`config.mk`:
```
export PLATFORM = sky130hd
export DESIGN_NAME = move_and_return_instruction_exec
export DESIGN_NICKNAME = d
export VERILOG_FILES = /design/src/move_ret_pkg.sv /design/src/move_and_return_instruction_exec.sv
export VERILOG_INCLUDE_DIRS = /design/src
export SDC_FILE = /design/constraint.sdc
export NUM_CORES = 1
export LEC_CHECK = 0
export ABC_AREA = 1
export BUFFER_PORTS_ARGS = -buffer_cell sky130_fd_sc_hd__buf_2
export CAP_MARGIN = 25
export CORE_ASPECT_RATIO = 1.75
export CORE_MARGIN = 5
export CORE_UTILIZATION = 46
export DETAILED_ROUTE_END_ITERATION = 8
export GPL_TIMING_DRIVEN = 0
export PLACE_DENSITY = 0.76
export SLEW_MARGIN = 10
export SYNTH_ARGS = -nofsm -noshare
export SYNTH_HDL_FRONTEND = slang
export SYNTH_SLANG_ARGS = --single-unit
```
`constraint.sdc`:
```
create_clock -name clk_sys -period 1.35 [get_ports clk_sys]
set_input_delay 0.135 -clock clk_sys [delete_from_list [all_inputs] [get_ports clk_sys]]
set_output_delay 0.135 -clock clk_sys [all_outputs]
set_load 0.02 [all_outputs]
```
`src/move_ret_cfg.svh`:
```
// constants for the move and return execution block
// assumes a 14-bit instruction word and a 13-bit program counter
`ifndef MOVE_RET_CFG_SVH
`define MOVE_RET_CFG_SVH
`define OPC_STORE_VAL 14'h0080
`define OPC_STORE_MSK 14'h3f80
`define OPC_LOADLIT_VAL 14'h3000
`define OPC_LOADLIT_MSK 14'h3c00
`define OPC_RETLIT_VAL 14'h3400
`define OPC_RETLIT_MSK 14'h3c00
`define OPC_NOP_VAL 14'h0000
`define OPC_NOP_MSK 14'h3f9f
`define OPC_RETURN_VAL 14'h0008
`define OPC_RETIRQ_VAL 14'h0009
`define OPC_FULL_MSK 14'h3fff
`define LIT_MSB 7
`define FADDR_MSB 6
`define IRQ_CTRL_ADDR 7'h0b
`define GIE_BIT 7
`define RESET_PC 13'h0000
`define RESET_W 8'h00
`endif

```
`src/move_ret_pkg.sv`:
```
// types for the move and return execution block
// assumes move_ret_cfg.svh is included by the users of the constants
package move_ret_pkg;
    typedef enum logic [2:0] {
        op_nop_type = 3'h0,
        op_store_type = 3'h1,
        op_loadlit_type = 3'h2,
        op_retlit_type = 3'h3,
        op_return_type = 3'h4,
        op_retirq_type = 3'h5,
        op_unknown_type = 3'h6
    } op_type;
    typedef enum logic [0:0] {
        st_exec = 1'b0,
        st_flush = 1'b1
    } state_type;
endpackage : move_ret_pkg

```
`src/move_and_return_instruction_exec.sv`:
```
// execution of store, load literal, no-op and the three return instructions
// assumes instructions come from fetch logic on clk_sys and the return stack
// shows its top entry combinationally on stack_top_entry
// Operation
// RULE1: store copies accumulator to file register 0..127, no flags, one cycle
// RULE2: load literal puts 8-bit immediate into accumulator, no flags, one cycle
// RULE3: return from irq pops stack, loads pc from top, sets global irq enable
// RULE4: return from irq is one word, two cycles, flags untouched
// RULE5: return with literal loads accumulator and pc from stack top, no flags; the code loads the accumulator from the 8-bit literal
// RULE6: return with literal is one word and two cycles
// RULE7: plain return pops stack into pc, two cycles, flags untouched
// RULE8: no-op is one word, one cycle, only advances the pc
`timescale 1ns/1ps
`include "move_ret_cfg.svh"
module move_and_return_instruction_exec #(
    parameter int INSTR_W = 14,
    parameter int PC_W = 13,
    parameter int DATA_W = 8,
    parameter int FADDR_W = 7
) (
    input wire logic clk_sys,
    input wire logic rst,
    input wire logic instr_valid,
    input wire logic [INSTR_W-1:0] instr_word,
    input wire logic [PC_W-1:0] stack_top_entry,
    input wire logic irq_entry,
    output logic instr_ready_q,
    output logic [PC_W-1:0] pc_q,
    output logic [DATA_W-1:0] w_q,
    output logic file_we_q,
    output logic [FADDR_W-1:0] file_addr_q,
    output logic [DATA_W-1:0] file_data_q,
    output logic stack_pop_q,
    output logic global_irq_enable_q,
    output logic unknown_op_q
);
    initial begin
        if (INSTR_W != 14 || DATA_W != 8 || FADDR_W != 7 || PC_W < 1 || PC_W > 16) begin
            $error("unsupported parameter set");
        end
    end

    function automatic move_ret_pkg::op_type decode(input logic [13:0] iw);
        move_ret_pkg::op_type r;
        r = move_ret_pkg::op_unknown_type;
        if ((iw & `OPC_STORE_MSK) == `OPC_STORE_VAL) begin
            r = move_ret_pkg::op_store_type;
        end else if ((iw & `OPC_LOADLIT_MSK) == `OPC_LOADLIT_VAL) begin
            r = move_ret_pkg::op_loadlit_type;
        end else if ((iw & `OPC_RETLIT_MSK) == `OPC_RETLIT_VAL) begin
            r = move_ret_pkg::op_retlit_type;
        end else if ((iw & `OPC_FULL_MSK) == `OPC_RETURN_VAL) begin
            r = move_ret_pkg::op_return_type;
        end else if ((iw & `OPC_FULL_MSK) == `OPC_RETIRQ_VAL) begin
            r = move_ret_pkg::op_retirq_type;
        end else if ((iw & `OPC_NOP_MSK) == `OPC_NOP_VAL) begin
            r = move_ret_pkg::op_nop_type;
        end
        return r;
    endfunction : decode

    move_ret_pkg::state_type state_q;
    move_ret_pkg::op_type op;
    logic take;
    logic [DATA_W-1:0] lit;
    logic [FADDR_W-1:0] faddr;
    logic is_return;

    assign take = instr_valid && instr_ready_q;
    assign op = decode(instr_word[13:0]);
    assign lit = instr_word[`LIT_MSB:0];
    assign faddr = instr_word[`FADDR_MSB:0];
    assign is_return = op == move_ret_pkg::op_retlit_type || op == move_ret_pkg::op_return_type
                       || op == move_ret_pkg::op_retirq_type;

    // returns spend a second cycle discarding the prefetched word
    always_ff @(posedge clk_sys or posedge rst) begin
        if (rst) begin
            state_q <= move_ret_pkg::st_exec;
            instr_ready_q <= 1'b0;
        end else begin
            unique case (state_q)
                move_ret_pkg::st_exec: begin
                    instr_ready_q <= !(take && is_return);
                    if (take && is_return) begin
                        state_q <= move_ret_pkg::st_flush; // RULE4 RULE6 RULE7
                    end
                end
                move_ret_pkg::st_flush: begin
                    state_q <= move_ret_pkg::st_exec;
                    instr_ready_q <= 1'b1;
                end
            endcase
        end
    end

    always_ff @(posedge clk_sys or posedge rst) begin
        if (rst) begin
            pc_q <= PC_W'(`RESET_PC);
        end else if (take) begin
            if (is_return) begin
                pc_q <= stack_top_entry; // RULE3 RULE5 RULE7
            end else begin
                pc_q <= pc_q + PC_W'(1); // RULE8
            end
        end
    end

    always_ff @(posedge clk_sys or posedge rst) begin
        if (rst) begin
            stack_pop_q <= 1'b0;
        end else begin
            stack_pop_q <= take && is_return; // RULE3 RULE7
        end
    end

    always_ff @(posedge clk_sys or posedge rst) begin
        if (rst) begin
            w_q <= `RESET_W;
        end else if (take && (op == move_ret_pkg::op_loadlit_type || op == move_ret_pkg::op_retlit_type)) begin
            w_q <= lit; // RULE2 RULE5
        end
    end

    always_ff @(posedge clk_sys or posedge rst) begin
        if (rst) begin
            file_we_q <= 1'b0;
            file_addr_q <= '0;
            file_data_q <= '0;
        end else begin
            file_we_q <= take && op == move_ret_pkg::op_store_type; // RULE1
            if (take && op == move_ret_pkg::op_store_type) begin
                file_addr_q <= faddr; // RULE1
                file_data_q <= w_q; // RULE1
            end
        end
    end

    // return from irq wins over a simultaneous interrupt entry
    always_ff @(posedge clk_sys or posedge rst) begin
        if (rst) begin
            global_irq_enable_q <= 1'b0;
        end else if (take && op == move_ret_pkg::op_retirq_type) begin
            global_irq_enable_q <= 1'b1; // RULE3
        end else if (take && op == move_ret_pkg::op_store_type && faddr == `IRQ_CTRL_ADDR) begin
            global_irq_enable_q <= w_q[`GIE_BIT];
        end else if (irq_entry) begin
            global_irq_enable_q <= 1'b0;
        end
    end

    always_ff @(posedge clk_sys or posedge rst) begin
        if (rst) begin
            unknown_op_q <= 1'b0;
        end else begin
            unknown_op_q <= take && op == move_ret_pkg::op_unknown_type;
        end
    end

    a_store_writes: assert property (@(posedge clk_sys) disable iff (rst) // RULE1
        take && op == move_ret_pkg::op_store_type |=> file_we_q && file_data_q == $past(w_q)
            && file_addr_q == $past(faddr))
        else $error("store did not write accumulator");
    a_store_single: assert property (@(posedge clk_sys) disable iff (rst) // RULE1
        take && op == move_ret_pkg::op_store_type |=> instr_ready_q && !stack_pop_q)
        else $error("store took more than one cycle");
    a_load_literal: assert property (@(posedge clk_sys) disable iff (rst) // RULE2
        take && op == move_ret_pkg::op_loadlit_type |=> w_q == $past(lit) && pc_q == $past(pc_q) + PC_W'(1))
        else $error("literal not loaded");
    a_retirq_effect: assert property (@(posedge clk_sys) disable iff (rst) // RULE3
        take && op == move_ret_pkg::op_retirq_type |=> global_irq_enable_q && stack_pop_q
            && pc_q == $past(stack_top_entry))
        else $error("return from irq effect wrong");
    a_retirq_cycles: assert property (@(posedge clk_sys) disable iff (rst) // RULE4
        take && op == move_ret_pkg::op_retirq_type |=> !instr_ready_q ##1 instr_ready_q)
        else $error("return from irq not two cycles");
    a_retlit_effect: assert property (@(posedge clk_sys) disable iff (rst) // RULE5
        take && op == move_ret_pkg::op_retlit_type |=> w_q == $past(lit) && pc_q == $past(stack_top_entry))
        else $error("return with literal effect wrong");
    a_retlit_cycles: assert property (@(posedge clk_sys) disable iff (rst) // RULE6
        take && op == move_ret_pkg::op_retlit_type |=> !instr_ready_q ##1 instr_ready_q)
        else $error("return with literal not two cycles");
    a_return_pop: assert property (@(posedge clk_sys) disable iff (rst) // RULE7
        take && op == move_ret_pkg::op_return_type |=> stack_pop_q && pc_q == $past(stack_top_entry)
            && $stable(w_q) ##1 !stack_pop_q && instr_ready_q)
        else $error("plain return wrong");
    a_nop_quiet: assert property (@(posedge clk_sys) disable iff (rst) // RULE8
        take && op == move_ret_pkg::op_nop_type |=> pc_q == $past(pc_q) + PC_W'(1) && $stable(w_q)
            && !file_we_q && !stack_pop_q && instr_ready_q)
        else $error("no-op changed state");

    // a word offered while ready is low is refused and leaves no trace
    a_refuse_busy: assert property (@(posedge clk_sys) disable iff (rst) // RULE4 RULE6 RULE7
        !instr_ready_q |=> $stable(pc_q) && $stable(w_q) && !file_we_q && !stack_pop_q)
        else $error("word taken while not ready");

    // one-cycle words never pop and never drop ready
    a_single_no_pop: assert property (@(posedge clk_sys) disable iff (rst) // RULE1 RULE2 RULE8
        take && !is_return |=> instr_ready_q && !stack_pop_q)
        else $error("one-cycle word popped or stalled");

    // enable bit follows bit 7 of a word stored to the irq control address
    a_store_irq_ctrl: assert property (@(posedge clk_sys) disable iff (rst) // RULE3
        take && op == move_ret_pkg::op_store_type && faddr == `IRQ_CTRL_ADDR
            |=> global_irq_enable_q == $past(w_q[`GIE_BIT]))
        else $error("store to irq control did not load enable");

    // interrupt entry clears the enable unless a set or a load shares the edge
    a_irq_entry_clear: assert property (@(posedge clk_sys) disable iff (rst) // RULE3
        irq_entry && !(take && (op == move_ret_pkg::op_retirq_type || op == move_ret_pkg::op_store_type
            && faddr == `IRQ_CTRL_ADDR)) |=> !global_irq_enable_q)
        else $error("interrupt entry did not clear enable");

    // words outside the subset only advance the pc and raise the flag
    a_unknown_flag: assert property (@(posedge clk_sys) disable iff (rst)
        take && op == move_ret_pkg::op_unknown_type |=> unknown_op_q && pc_q == $past(pc_q) + PC_W'(1)
            && $stable(w_q) && !file_we_q && !stack_pop_q)
        else $error("unknown word not flagged");

    c_store: cover property (@(posedge clk_sys) disable iff (rst) take && op == move_ret_pkg::op_store_type);
    c_retirq: cover property (@(posedge clk_sys) disable iff (rst)
        take && op == move_ret_pkg::op_retirq_type && !global_irq_enable_q);
    c_retlit_b2b: cover property (@(posedge clk_sys) disable iff (rst)
        take && op == move_ret_pkg::op_retlit_type ##2 take && op == move_ret_pkg::op_retlit_type);
    c_irq_race: cover property (@(posedge clk_sys) disable iff (rst)
        take && op == move_ret_pkg::op_retirq_type && irq_entry);
    c_unknown: cover property (@(posedge clk_sys) disable iff (rst) take && op == move_ret_pkg::op_unknown_type);
endmodule : move_and_return_instruction_exec

```
After elaboration in Yosys (flattened, before gate mapping). Cells that the tools add are included.

Add/sub/neg operators: 1. Equal/unequal tests: 12. Mux-type cells: 13. Bitwise gates (word level): 1. Reduce and logical (&&, ||, !) cells: 13.

Operator list (count): $eq A14 B4 Y1 const B (2); $mux W3 (6); $logic_not A14 Y1 (1); $add A13 B1 Y13 const B (1); $mux W13 (1); $eq A3 B3 Y1 const B (3); $eq A4 B4 Y1 const B (2); $eq A7 B1 Y1 const B (1); $eq A7 B4 Y1 const B (1); $logic_and A1 B1 Y1 (7); $eq A3 B2 Y1 const B (2); $mux W1 (4); $pmux W1 S2 (2); $eq A3 B1 Y1 const B (1); $logic_or A1 B1 Y1 (3); $reduce_bool A3 Y1 (1); $logic_not A1 Y1 (1); $not A1 Y1 (1).

Register bits: 42. Input bits: 31. Output and inout port bits: 41.

Longest topological paths before layout.
Word-level depth: 13. Mapped depth: 11. Gate-level depth less buffers: 10.

Worst setup path before layout. Ideal clock, no wire load.

Kind: register to register. Start: reg pc_q[0]. End: reg pc_q[12]. Setup time: 0.118 ns. Arrival time: 1.477 ns. Data required time: 1.232 ns. Slack: -0.245 ns. Cell stages (with the launch flop): 9. Buffers on the path: 0. Period minus slack after synthesis: 1.595 ns. Cell sequence: dfrtp_1 > ha_1 > nand2_1 > nor2_1 > nand3_1 > xor2_1 > nand3_1 > nand3_1 > nand2_1.

Cells in the longest elaborated chain, start to end: 2.

RTL lines: start, declared (RTL line move_and_return_instruction_exec.sv:28) `output logic [PC_W-1:0] pc_q,`; start signal, assigned (RTL line move_and_return_instruction_exec.sv:99) `` pc_q <= PC_W'(`RESET_PC); ``; start signal, assigned (RTL line move_and_return_instruction_exec.sv:102) `pc_q <= stack_top_entry;`; start signal, assigned (RTL line move_and_return_instruction_exec.sv:104) `pc_q <= pc_q + PC_W'(1);`; $add A13 B1 Y13 (RTL line move_and_return_instruction_exec.sv:104); $mux W13 (RTL line move_and_return_instruction_exec.sv:101) `if (is_return) begin`.

No other way between the ends. A chain may end at the register's enable or synchronous reset.

Worst setup path in the final report.
Start: reg pc_q[1]. End: reg pc_q[4].

The elaborated chain is that of the path after synthesis.

==> flow_summary.yaml <==
run_status:
  status: "finished clean"
global_route:
  antenna_found_initial: 0
  grt_pass1_vias: 2227
  grtUsageTotal_pct: 18.8
  grt-ovfl-total: 0
  grt_max_degree: 28
  grt_pass1_wl_um: 10000
synth:
  synth_xor_area_share_pct: 3.41
  synthAdderAreaFrac_pct: 0.542
  synth.net_count: 340
  async_flop_share_pct: 100
  syn_avg_cell_area_sq_um: 7.50
  netlist_area_sq_mm: 0.00231
  synth_compound_area_share_pct: 5.96
  synth_top_family_by_area: "simple AND/OR/NAND/NOR gates"
  synth_top_area_share_pct: 45.5
  yosysMostFrequentCell: "nand2_1"
  synth.area.mux_share_pct: 0
  synth_ff_type: "dfrtp_1"
  synth-seq-cells: 42
  synth_enable_flop_cells: 0
  synth_seq_area_share_pct: 45.5
  synthSimpleGateAreaFrac_pct: 35.3
  yosys_warnings: 0
  syn-instance-count: 308
  synth_cell_types: 23
  yosys-top-cells-area: "dfrtp_1 (46%), nand2_1 (16%), nand3_1 (10%)"
  synth_largest_area_cell: "dfrtp_1"
  synth_commonest_cells: "nand2_1 (97), nand3_1 (48), dfrtp_1 (42), inv_1 (36), nor2_1 (34)"
setup_path:
  path_class: "register to register"
  cp_max_fo: 4
  required_ns: 1.56
  arrival_ns: 1.54
  endpoint_kind: "register"
  cp-start-kind: "register"
  worstRegToRegCells: 8
cts:
  cts_inserted_buffers: 5
  clock_sinks: 42
  cts.clk_slew.worst_paths_ns: 0.10
  clk_latency_ns: 0.30
  clock_path_buffers: 2
  h-tree-depth: 2
  cts_tree: "done"
  cts-root-buf: "clkbuf_8"
sta:
  finalCritPeriodShare_pct: 98.7
  whs_ns: 0.108
  worst_pin_slew_ns: 0.470
  hold_viol: 0
  finalSetupViolations: 0
  max_freq_mhz: 751
  relSlewSlack_pct: 68.7
  min_period_ns: 1.33
  clock_skew_ns: 0.0100
  setup_ws_ns: 0.0182
  finalMaxSlewViolations: 0
  rsz0062_at_grt: "true"
place:
  place_congestion: 0.909
  place_hpwl_um: 4720
  placed_area_sq_mm: 0.00278
  io_buffers: 71
  post-place-ws_ns: -0.169
floorplanning:
  dieArea_sq_mm: 0.00659
  ios: 72
  die_h_um: 104
  rows: 34
  core_area_sq_mm: 0.00493
  start_util_pct: 46.8
  die-width_um: 63.6
job:
  cap_violations: 0
pwr:
  p_leak_uw: 0.00169
  p_clk_share_pct: 22.6
  pwr-share-comb_pct: 34.2
  power_density_mw_per_mm2: 1280
  ir_drop_uv: 1070
  netSwitchingPower_uw: 1540
  sequentialPowerShare_pct: 43.2
  p_int_uw: 2420
  switching_share_pct: 38.8
route:
  drtAntennaViolNets: 0
  wl_met1_um: 2330
  firstDrtPassIters: 4
  met2_length_um: 3500
  topRoutingLayerUsed: "met4"
  met3_length_um: 298
  routed_wirelength_um: 6190
  drtIter0Drc: 147
  vias: 2287
  wl_per_cell_um: 13.5
  drc: 0
  via_per_inst: 4.98
final_layout:
  drive_above_1_share_pct: 37.3
  fill_cells: 478
  final_nets: 436
  diodes: 0
  finalCoreUtilization_pct: 62.7
  area_growth_pct: 33.9
  fin_area_sq_mm: 0.00309
worst_hold_path:
  hold_depth: 3
  hp-class: "input pin to register"
==> sequential cells by signal (all words and copies together) (netlist names) <==
signal,flops
file_data_q,8
instr_ready_q,1
stack_pop_q,1
file_we_q,1
pc_q,13
unknown_op_q,1
file_addr_q,7
w_q,8
state_q,1
global_irq_enable_q,1
==> critical path: stages, from the launching register on <==
cell	delay, ns
dfrtp_2	0.45
ha_4	0.19
nand2_4	0.07
nor2_4	0.04
buf_4	0.14
xnor2_2	0.12
nand3_1	0.09
nand3_1	0.09
nand2_1	0.05
==> kinds of logic (layout without fill, tap and decap cells) <==
logic type | after synthesis | in the layout
adder cells (fa/ha/maj) | 1 | 1
buffers and inverters | 48 | 145
XOR/XNOR | 9 | 9
flip-flops | 42 | 42
AND/OR/NAND/NOR | 189 | 189
AO/OA/AOI/OAI | 19 | 19
==> per-stage QoR <==
step | cells | power, uW | TNS [ns]
floorplan | 308 | 2430 | -0.0178
global placement | 433 | 2800 | -19.63
detailed placement | 434 | 2850 | -4.42
CTS | 448 | 3820 | 0
global route | 459 | 4220 | -0.244
finish | 459 | 3960 | 0
==> area by class of cell <==
| class | count | area (sq um) | area share, % |
|---|---|---|---|
| multi-input combinational | 218 | 1140 | 36.7 |
| sequential | 42 | 1060 | 34.4 |
| timing repair buffer | 89 | 505 | 16.3 |
| inverter | 39 | 150 | 4.86 |
| buffer | 9 | 70.1 | 2.27 |
| clock buffer | 5 | 68.8 | 2.23 |
| tap | 54 | 67.6 | 2.19 |
| clock inverter | 3 | 28.8 | 0.931 |
==> what timing repair did <==
item / 4_1_cts / 5_1_grt
gates resized for setup: 6 / 23
hold endpoints to repair: 15 / 0
setup buffers: 5 / 11
setup endpoints to repair: 35 / 16
pin swaps: 3 / 6
hold buffers: 1 / 0
==> path summary, 6_finish.rpt <==
check	start	to	slack [ns]
min in group asynchronous	rst	pc_q[12]$_DFFE_PP0P_	0.34
max reg2reg	pc_q[1]$_DFFE_PP0P_	pc_q[4]$_DFFE_PP0P_	0.02
max	pc_q[1]$_DFFE_PP0P_	pc_q[4]$_DFFE_PP0P_	0.02
max in group asynchronous	rst	instr_ready_q$_DFF_PP0_	0.53
min	instr_word[5]	file_addr_q[5]$_DFFE_PP0P_	0.11
min reg2reg	state_q$_DFF_PP0_	state_q$_DFF_PP0_	0.42
==> cell usage in the layout (no fill, tap or decap), types with 2 or more instances in the layout <==
| master | Yosys | routed |
|---|---|---|
| buf_2 | 2 | 73 |
| buf_4 | 0 | 17 |
| buf_6 | 4 | 4 |
| clkbuf_1 | 3 | 2 |
| clkbuf_8 | 0 | 5 |
| dfrtp_1 | 42 | 31 |
| dfrtp_2 | 0 | 11 |
| inv_1 | 36 | 34 |
| inv_2 | 3 | 4 |
| nand2_1 | 97 | 90 |
| nand2_2 | 2 | 6 |
| nand2_4 | 0 | 2 |
| nand3_1 | 48 | 47 |
| nand4_1 | 3 | 3 |
| nor2_1 | 34 | 28 |
| nor2_2 | 1 | 5 |
| nor2_4 | 0 | 2 |
| o21ai_0 | 8 | 8 |
| o21ai_2 | 9 | 9 |
| xor2_1 | 7 | 7 |
==> power by group through the flow <==
stage / sequential (uW) / combinational, uW / clock (uW)
2_1_floorplan: 1920 / 518 / 0
3_3_place_gp: 1710 / 1090 / 0
3_5_place_dp: 1720 / 1130 / 0
4_1_cts: 1690 / 1200 / 925
5_1_grt: 1750 / 1480 / 994
6_report: 1710 / 1350 / 894
==> layer usage <==
metal,vias to the layer above,track usage (%)
met5,-,0
met4,0,7.73
met3,6,3.47
met2,71,33.7
met1,1051,21.1
li1,1159,-
No activity file was read; power rests on OpenSTA's default activity.
